`config.mk`:
```
export PLATFORM = sky130hd
export DESIGN_NAME = otgsw_regs
export DESIGN_NICKNAME = d
export VERILOG_FILES = /design/src/inc/otgsw_pkg.sv /design/src/design/otgsw_edge_det.sv /design/src/design/otgsw_regs.sv
export SDC_FILE = /design/constraint.sdc
export NUM_CORES = 1
export LEC_CHECK = 0
export BUFFER_PORTS_ARGS = -buffer_cell sky130_fd_sc_hd__clkbuf_2
export CAP_MARGIN = 20
export CORE_ASPECT_RATIO = 0.6
export CORE_MARGIN = 2
export CORE_UTILIZATION = 25
export DETAILED_ROUTE_END_ITERATION = 10
export HOLD_SLACK_MARGIN = 0.05
export MAX_ROUTING_LAYER = met4
export SYNTH_ARGS = -nofsm -noshare
export SYNTH_HDL_FRONTEND = slang
export SYNTH_SLANG_ARGS = --single-unit
```
`constraint.sdc`:
```
create_clock -name clk -period 3.35 [get_ports clk]
set_input_delay 0.1675 -clock clk [delete_from_list [all_inputs] [get_ports clk]]
set_output_delay 0.1675 -clock clk [all_outputs]
set_load 0.02 [all_outputs]
```
`src/inc/otgsw_pkg.sv`:
```
/*
 * otgsw_pkg: register map, field positions and reset values of the
 * on-the-go switch status and interrupt register bank.
 * assumes: 8-bit register space reached through the serial-interface
 * register port of the device.
 */
package otgsw_pkg;

    // ------------------------------------------------------------
    // register offsets
    // ------------------------------------------------------------
    localparam logic [7:0] OTGSW_ADDR_STATUS_CTRL = 8'hb0;
    localparam logic [7:0] OTGSW_ADDR_IRQ_ENABLE = 8'hb2;
    localparam logic [7:0] OTGSW_ADDR_IRQ_SOURCE = 8'hc1;

    // ------------------------------------------------------------
    // otg_switch_status_ctrl fields
    // ------------------------------------------------------------
    localparam int OTGSW_BIT_SWITCH1_ON = 7;
    localparam int OTGSW_BIT_SWITCH2_ON = 6;
    localparam int OTGSW_BIT_SWITCH3_ON = 5;
    localparam int OTGSW_BIT_SWITCH1_HEALTHY = 4;
    localparam int OTGSW_BIT_SWITCH2_HEALTHY = 3;
    localparam int OTGSW_BIT_VBUS_IRQ_FLAG = 2;
    localparam int OTGSW_BIT_SWITCH3_LIMIT_DOUBLE = 1;
    localparam int OTGSW_BIT_VBUS_PRESENT = 0;

    // ------------------------------------------------------------
    // otg_interrupt_enable fields
    // ------------------------------------------------------------
    localparam int OTGSW_BIT_VBUS_RISE_IRQ_EN = 7;
    localparam int OTGSW_BIT_VBUS_FALL_IRQ_EN = 6;
    localparam int OTGSW_BIT_SWITCH1_FAULT_IRQ_EN = 3;
    localparam int OTGSW_BIT_SWITCH2_FAULT_IRQ_EN = 2;
    localparam int OTGSW_BIT_VBUS_IRQ_UNMASK = 1;
    localparam logic [7:0] OTGSW_IRQ_ENABLE_WMASK = 8'hce;

    // ------------------------------------------------------------
    // reset values and source code
    // ------------------------------------------------------------
    localparam logic [7:0] OTGSW_RST_STATUS_CTRL = 8'h00;
    localparam logic [7:0] OTGSW_RST_IRQ_ENABLE = 8'h00;
    localparam logic [7:0] OTGSW_SRC_NONE = 8'h00;

    // ------------------------------------------------------------
    // register port carrier
    // ------------------------------------------------------------
    typedef struct packed {
        logic wr;
        logic rd;
        logic [7:0] addr;
        logic [7:0] wdata;
    } otgsw_req_s;

    // analog status from one power switch
    typedef struct packed {
        logic startup_ok;
        logic in_limit;
    } otgsw_sw_stat_s;

endpackage : otgsw_pkg

```
`src/design/otgsw_edge_det.sv`:
```
/*
 * otgsw_edge_det: per-bit rising and falling edge pulses of level inputs.
 * assumes: inputs synchronous to clk; no edge reported in the first
 * cycle after reset while the history is captured.
 */
`timescale 1ns/1ps
module otgsw_edge_det #(
    parameter int WIDTH = 3
) (
    // clock and reset
    input wire logic clk,
    input wire logic rst_n,
    // levels in
    input wire logic [WIDTH-1:0] level,
    // one-cycle edge pulses
    output logic [WIDTH-1:0] rise,
    output logic [WIDTH-1:0] fall
);
    logic armed;
    logic [WIDTH-1:0] prev;

    always_ff @(posedge clk)
    begin
        if (!rst_n)
            armed <= 1'b0;
        else
            armed <= 1'b1;
    end

    always_ff @(posedge clk)
    begin
        if (!rst_n)
            prev <= '0;
        else
            prev <= level;
    end

    genvar i;
    generate
        for (i = 0; i < WIDTH; i++)
        begin : g_bit
            assign rise[i] = armed & level[i] & ~prev[i];
            assign fall[i] = armed & ~level[i] & prev[i];
        end
    endgenerate

endmodule : otgsw_edge_det

```
`src/design/otgsw_regs.sv`:
```
/*
 * otgsw_regs: status, control and interrupt registers of the on-the-go
 * power-switch subsystem, with switch enables and an interrupt pin.
 * assumes: the serial-interface engine presents one-cycle read and write
 * strobes with an 8-bit register address; analog status inputs are
 * synchronous to clk.
 */
// Notes on behaviour
// - switch-2 health bit reads zero on failed start-up or current limit
// - vbus interrupt flag sets when an enabled vbus edge raises an interrupt
// - writing one to limit-double bit doubles switch-3 current limit
// - vbus presence bit reads one while a valid source sits on vbus
// - rising-edge enable raises an interrupt when a charger connects
// - falling-edge enable raises an interrupt when a charger disconnects
// - switch-1 fault enable raises an interrupt on switch-1 over-current
// - switch-2 fault enable raises an interrupt on switch-2 over-current
// - vbus interrupts reach the pin only while the vbus unmask bit is one
// - read-only eight-bit source address names the pending interrupt
// - each switch is on while its enable bit is one, else off
// - switch-1 health bit reads zero on failed start-up or current limit
`timescale 1ns/1ps
module otgsw_regs
    import otgsw_pkg::*;
#(
    parameter logic [7:0] SOURCE_ADDR = 8'hb0
) (
    // clock and reset
    input wire logic clk,
    input wire logic rst_n,
    // register port
    input wire otgsw_pkg::otgsw_req_s req,
    output logic [7:0] rdata,
    // analog status
    input wire logic vbus_valid,
    input wire otgsw_pkg::otgsw_sw_stat_s sw1_stat,
    input wire otgsw_pkg::otgsw_sw_stat_s sw2_stat,
    // switch controls
    output logic switch1_on,
    output logic switch2_on,
    output logic switch3_on,
    output logic switch3_limit_double,
    // interrupt pin
    output logic irq_n
);
    import otgsw_pkg::*;

    logic [7:0] irq_enable;
    logic vbus_present;
    logic switch1_healthy;
    logic switch2_healthy;
    logic vbus_irq_flag;
    logic sw1_fault_flag;
    logic sw2_fault_flag;
    logic [7:0] irq_source_addr;
    logic [2:0] rise;
    logic [2:0] fall;
    logic wr_ctrl;
    logic wr_en;
    logic rd_ctrl;
    logic vbus_event;
    logic sw1_event;
    logic sw2_event;
    logic pending;
    logic [7:0] status_view;
    logic [7:0] next_rdata;

    // ------------------------------------------------------------
    // decode
    // ------------------------------------------------------------
    assign wr_ctrl = req.wr && (req.addr == OTGSW_ADDR_STATUS_CTRL);
    assign wr_en = req.wr && (req.addr == OTGSW_ADDR_IRQ_ENABLE);
    assign rd_ctrl = req.rd && (req.addr == OTGSW_ADDR_STATUS_CTRL);

    // ------------------------------------------------------------
    // live status
    // ------------------------------------------------------------
    always_ff @(posedge clk)
    begin
        if (!rst_n)
        begin
            vbus_present <= 1'b0;
            switch1_healthy <= 1'b0;
            switch2_healthy <= 1'b0;
        end
        else
        begin
            vbus_present <= vbus_valid;
            switch1_healthy <= sw1_stat.startup_ok & ~sw1_stat.in_limit;
            switch2_healthy <= sw2_stat.startup_ok & ~sw2_stat.in_limit;
        end
    end

    // vbus presence plus the two current-limit levels
    otgsw_edge_det #(
        .WIDTH(3)
    ) u_edge (
        .clk(clk),
        .rst_n(rst_n),
        .level({sw2_stat.in_limit, sw1_stat.in_limit, vbus_present}),
        .rise(rise),
        .fall(fall)
    );

    assign vbus_event = (rise[0] & irq_enable[OTGSW_BIT_VBUS_RISE_IRQ_EN])
        | (fall[0] & irq_enable[OTGSW_BIT_VBUS_FALL_IRQ_EN]);
    assign sw1_event = rise[1] & irq_enable[OTGSW_BIT_SWITCH1_FAULT_IRQ_EN];
    assign sw2_event = rise[2] & irq_enable[OTGSW_BIT_SWITCH2_FAULT_IRQ_EN];

    // ------------------------------------------------------------
    // control register
    // ------------------------------------------------------------
    always_ff @(posedge clk)
    begin
        if (!rst_n)
        begin
            switch1_on <= OTGSW_RST_STATUS_CTRL[OTGSW_BIT_SWITCH1_ON];
            switch2_on <= OTGSW_RST_STATUS_CTRL[OTGSW_BIT_SWITCH2_ON];
            switch3_on <= OTGSW_RST_STATUS_CTRL[OTGSW_BIT_SWITCH3_ON];
            switch3_limit_double <= OTGSW_RST_STATUS_CTRL[OTGSW_BIT_SWITCH3_LIMIT_DOUBLE];
        end
        else if (wr_ctrl)
        begin
            switch1_on <= req.wdata[OTGSW_BIT_SWITCH1_ON];
            switch2_on <= req.wdata[OTGSW_BIT_SWITCH2_ON];
            switch3_on <= req.wdata[OTGSW_BIT_SWITCH3_ON];
            switch3_limit_double <= req.wdata[OTGSW_BIT_SWITCH3_LIMIT_DOUBLE];
        end
    end

    // ------------------------------------------------------------
    // interrupt enable register
    // ------------------------------------------------------------
    always_ff @(posedge clk)
    begin
        if (!rst_n)
            irq_enable <= OTGSW_RST_IRQ_ENABLE;
        else if (wr_en)
            irq_enable <= req.wdata & OTGSW_IRQ_ENABLE_WMASK;
    end

    // ------------------------------------------------------------
    // sticky flags, cleared by reading the status register; set wins
    // ------------------------------------------------------------
    always_ff @(posedge clk)
    begin
        if (!rst_n)
            vbus_irq_flag <= 1'b0;
        else if (vbus_event)
            vbus_irq_flag <= 1'b1;
        else if (rd_ctrl)
            vbus_irq_flag <= 1'b0;
    end

    always_ff @(posedge clk)
    begin
        if (!rst_n)
            sw1_fault_flag <= 1'b0;
        else if (sw1_event)
            sw1_fault_flag <= 1'b1;
        else if (rd_ctrl)
            sw1_fault_flag <= 1'b0;
    end

    always_ff @(posedge clk)
    begin
        if (!rst_n)
            sw2_fault_flag <= 1'b0;
        else if (sw2_event)
            sw2_fault_flag <= 1'b1;
        else if (rd_ctrl)
            sw2_fault_flag <= 1'b0;
    end

    // ------------------------------------------------------------
    // interrupt pin and source address
    // ------------------------------------------------------------
    assign pending = (vbus_irq_flag & irq_enable[OTGSW_BIT_VBUS_IRQ_UNMASK])
        | sw1_fault_flag | sw2_fault_flag;

    always_ff @(posedge clk)
    begin
        if (!rst_n)
        begin
            irq_n <= 1'b1;
            irq_source_addr <= OTGSW_SRC_NONE;
        end
        else
        begin
            irq_n <= ~pending;
            irq_source_addr <= pending ? SOURCE_ADDR : OTGSW_SRC_NONE;
        end
    end

    // ------------------------------------------------------------
    // read data
    // ------------------------------------------------------------
    always_comb
    begin
        status_view = '0;
        status_view[OTGSW_BIT_SWITCH1_ON] = switch1_on;
        status_view[OTGSW_BIT_SWITCH2_ON] = switch2_on;
        status_view[OTGSW_BIT_SWITCH3_ON] = switch3_on;
        status_view[OTGSW_BIT_SWITCH1_HEALTHY] = switch1_healthy;
        status_view[OTGSW_BIT_SWITCH2_HEALTHY] = switch2_healthy;
        status_view[OTGSW_BIT_VBUS_IRQ_FLAG] = vbus_irq_flag;
        status_view[OTGSW_BIT_SWITCH3_LIMIT_DOUBLE] = switch3_limit_double;
        status_view[OTGSW_BIT_VBUS_PRESENT] = vbus_present;
    end

    always_comb
    begin
        next_rdata = 8'h00;
        unique case (req.addr)
            OTGSW_ADDR_STATUS_CTRL: next_rdata = status_view;
            OTGSW_ADDR_IRQ_ENABLE: next_rdata = irq_enable;
            OTGSW_ADDR_IRQ_SOURCE: next_rdata = irq_source_addr;
            default: next_rdata = 8'h00;
        endcase
    end

    always_ff @(posedge clk)
    begin
        if (!rst_n)
            rdata <= 8'h00;
        else if (req.rd)
            rdata <= next_rdata;
    end

endmodule : otgsw_regs

```
==> metrics.md <==
| Metric | Value |
|---|---|
| Reg-to-reg startpoint | `switch1_on$_SDFFE_PN0P_` |
| Worst Hold Class | `primary input to register` |
| Pleak | `0.6647 nW` |
| Reg2reg path depth | `4` |
| Clk sink count | `29` |
| Die Height | `57.19 um` |
| Initial antenna violation count | `0` |
| 1st-pass router iterations | `4` |
| CTS resizes | `0` |
| Critical Path AT | `1.32 ns` |
| Cts-stage hold buffer count | `0` |
| Post-synth EDFFs | `0` |
| Hold depth | `2` |
| Startpoint Class | `primary input` |
| CP Cell Sequence | `clkbuf_2 -> or2_1 -> nor4_4 -> a21boi_1 -> o21a_1` |
| Dominant synthesized flop cell | `dfxtp_1` |
| Reg2Reg Setup Slack | `2.35 ns` |
| Largest net degree at the start of global routing | `34` |
| # diodes | `0` |
| DRT iter0 DRCs | `41` |
| GRT overflow | `0` |
| # DRC | `0` |
| RD Place Congestion | `0.7416` |
| Cts bufs inserted | `5` |
| Hold Violations, Final | `0` |
| WL final | `2768 um` |
| Final-stage net count | `185` |
| CP Capture Type | `register` |
| Power Density | `467.6 nW/um2` |
| Slew @ Worst Pin | `0.5982 ns` |
| Port buffer count | `35` |
| Final min period | `1.151 ns` |
| Max-Cap Viols | `0` |
| Setup-failing EPs final | `0` |
| H-tree Lvls | `2` |
| Setup bufs post-CTS | `0` |
| Cell Rows | `19` |
| Max stage delay cell, worst path | `nor4_4` |
| Post-synthesis cell type count | `30` |
| Fraction of layout cells with a size suffix above 1 | `0.2981` |
| Total number of vias | `973` |
| Fin Setup TNS | `0 ns` |
| Slowest cell delay on critical path | `0.43 ns` |
| Root buffer cell | `clkbuf_8` |
| Share of the synthesized area in the top cell type | `0.4926` |
| Hold Crit Start | `sw2_stat[0]` |
| Fmax | `868.9 MHz` |
| Clk buf depth | `2` |
| Crit Path Category | `primary input to register` |
| I/O Pins | `38` |
| Layout area overhead | `28.56%` |
| CTS tree | `yes` |
| Tcrit/Tclk final | `0.3435` |
| Placeable Area | `4564 um2` |
| Clock-pin slew on the worst setup and hold paths | `0.06 ns` |
| Syn_area_per_cell | `9.661 um2` |
| Synth area leaders | `dfxtp_1 (49%), nand2_1 (8.3%), mux2i_1 (6.8%), o21ai_0 (4.2%), nor4_4 (3.6%)` |
| Yosys top cell by area | `dfxtp_1` |
| Number of global-route vias before repair | `804` |
| Initial Util | `0.2582` |
| #FFs+latches synth | `29` |
| Slew Limit Fails | `0` |
| Slew headroom | `0.6012` |
| Outcome | `complete, no violations` |
| Sequential share of the synthesized area | `0.4926` |
| Routed vias/inst | `4.344` |
| GRT Total Usage | `0.1137` |
| Global-route wire length before repair | `4229 um` |
| CP Max Fanout | `7` |
| Post-synthesis cell area | `1179 um2` |
| Worst setup path start | `req[11]` |
| Async S/R FF share, synth | `0` |
| Hold endpoint | `switch2_healthy$_SDFF_PN0_` |
| Crit path required time | `3.52 ns` |
| R2R Path End | `rdata[7]$_SDFFE_PN0P_` |
| Power Total | `708.5 uW` |
| Syn nets | `147` |
| Final Skew | `0.003687 ns` |
| Final ANT Viol Nets | `0` |
| Maximum VDD drop | `0.1537 mV` |
| Die width | `92.64 um` |
| Die area | `5298 um2` |
| Pre-CTS worst setup slack | `1.887 ns` |
| Fin worst setup slack | `2.199 ns` |
| Clock Latency Late Sink | `0.28 ns` |
| Mapped Cells | `122` |
| Unrepaired setup endpoints after global routing | `false` |
| Routed wire per std cell | `12.36 um` |
| Yosys warns | `0` |
| Final HPWL DP | `2078 um` |
[worst max path at each step]
stage | end | slack [ns]
final | sw1_fault_flag$_SDFFE_PN0P_ | 2.20
after floorplan | sw1_fault_flag$_SDFFE_PN0P_ | 2.16
after global routing | rdata[3]$_SDFFE_PN0P_ | 2.10
after global placement | sw2_fault_flag$_SDFFE_PN0P_ | 1.90
after CTS | sw2_fault_flag$_SDFFE_PN0P_ | 2.18
after detailed placement | sw1_fault_flag$_SDFFE_PN0P_ | 1.89
[placed cells by master (no fill, tap or decap), types with 2 or more instances in the layout]
master	count
a21boi_1	4
a32oi_1	2
and2_1	4
and4b_1	2
clkbuf_2	35
clkbuf_8	7
dfxtp_1	29
mux2i_1	8
nand2_1	26
nand2b_1	2
nand3_1	6
nor2_1	3
nor4_4	2
o21a_1	2
o21ai_0	10
o21ai_1	4
[flip-flops by register name, indices dropped and copies added (netlist names)]
| register | flops |
|---|---|
| rdata | 8 |
| irq_enable | 5 |
| u_edge.prev | 3 |
| irq_n | 1 |
| irq_source_addr | 1 |
| sw1_fault_flag | 1 |
| sw2_fault_flag | 1 |
| switch1_healthy | 1 |
| switch1_on | 1 |
| switch2_healthy | 1 |
| switch2_on | 1 |
| switch3_limit_double | 1 |
| switch3_on | 1 |
| u_edge.armed | 1 |
| vbus_irq_flag | 1 |
| vbus_present | 1 |
[where the power goes]
part	switching, mW	internal, mW	leakage (nW)
combinational	0.0233	0.0165	0.375
clock	0.132	0.185	0.0542
sequential	0.00187	0.349	0.235
total	0.158	0.551	0.665
[layer usage]
metal / global-route usage / vias up / share of wire
li1: - / 507 / -
met1: 0.1705 / 438 / 0.57
met2: 0.1251 / 23 / 0.35
met3: 0.05152 / 5 / 0.065
met4: 0.04412 / 0 / 0.011
met5: - / - / 0
[worst max-delay path, delay by kind of cell]
family                 cells  cell delay (ns)
AOI/OAI and AO/OA          2             0.32
buffers and inverters      1             0.09
and+or+nand+nor            2             0.74
[layout make-up]
| type | instances | area, um2 |
|---|---|---|
| Clock inverter | 1 | 5.005 |
| Timing Repair Buffer | 35 | 175.2 |
| Sequential cell | 29 | 580.6 |
| Fill cell | 513 | 3049 |
| Inverter | 1 | 3.754 |
| Multi-Input combinational cell | 88 | 575.6 |
| Tap cell | 63 | 78.83 |
| Clock buffer | 7 | 96.34 |
[synthesized netlist by cell type, types with 2 or more instances]
library cell / n
dfxtp_1: 29
nand2_1: 26
o21ai_0: 10
mux2i_1: 8
nand3_1: 6
a21boi_1: 4
and2_1: 4
o21ai_1: 4
clkbuf_1: 3
nor2_1: 3
a32oi_1: 2
and4b_1: 2
nand2b_1: 2
nor4_4: 2
o21a_1: 2
[stage by stage]
| step | area (um2) | hold WS (ns) | std cells | utilization |
|---|---|---|---|---|
| floorplan | 1179 | 0.1952 | 122 | - |
| global placement | 1414 | 0.3763 | 216 | 0.3098 |
| detailed placement | 1414 | 0.3774 | 216 | 0.3098 |
| CTS | 1515 | 0.08045 | 224 | 0.3320 |
| global route | 1515 | 0.09209 | 224 | 0.3320 |
| finish | 1515 | 0.08437 | 224 | 0.3320 |
[cell families (layout without fill, tap and decap cells)]
kind of cell | Yosys count | after routing | synth area share
simple gates | 54 | 54 | 0.2781
flops | 29 | 29 | 0.4926
buf+inv | 5 | 44 | 0.01911
compound gates | 26 | 26 | 0.1423
mux | 8 | 8 | 0.06794
Note: power is estimated with default switching activity, not from simulation.
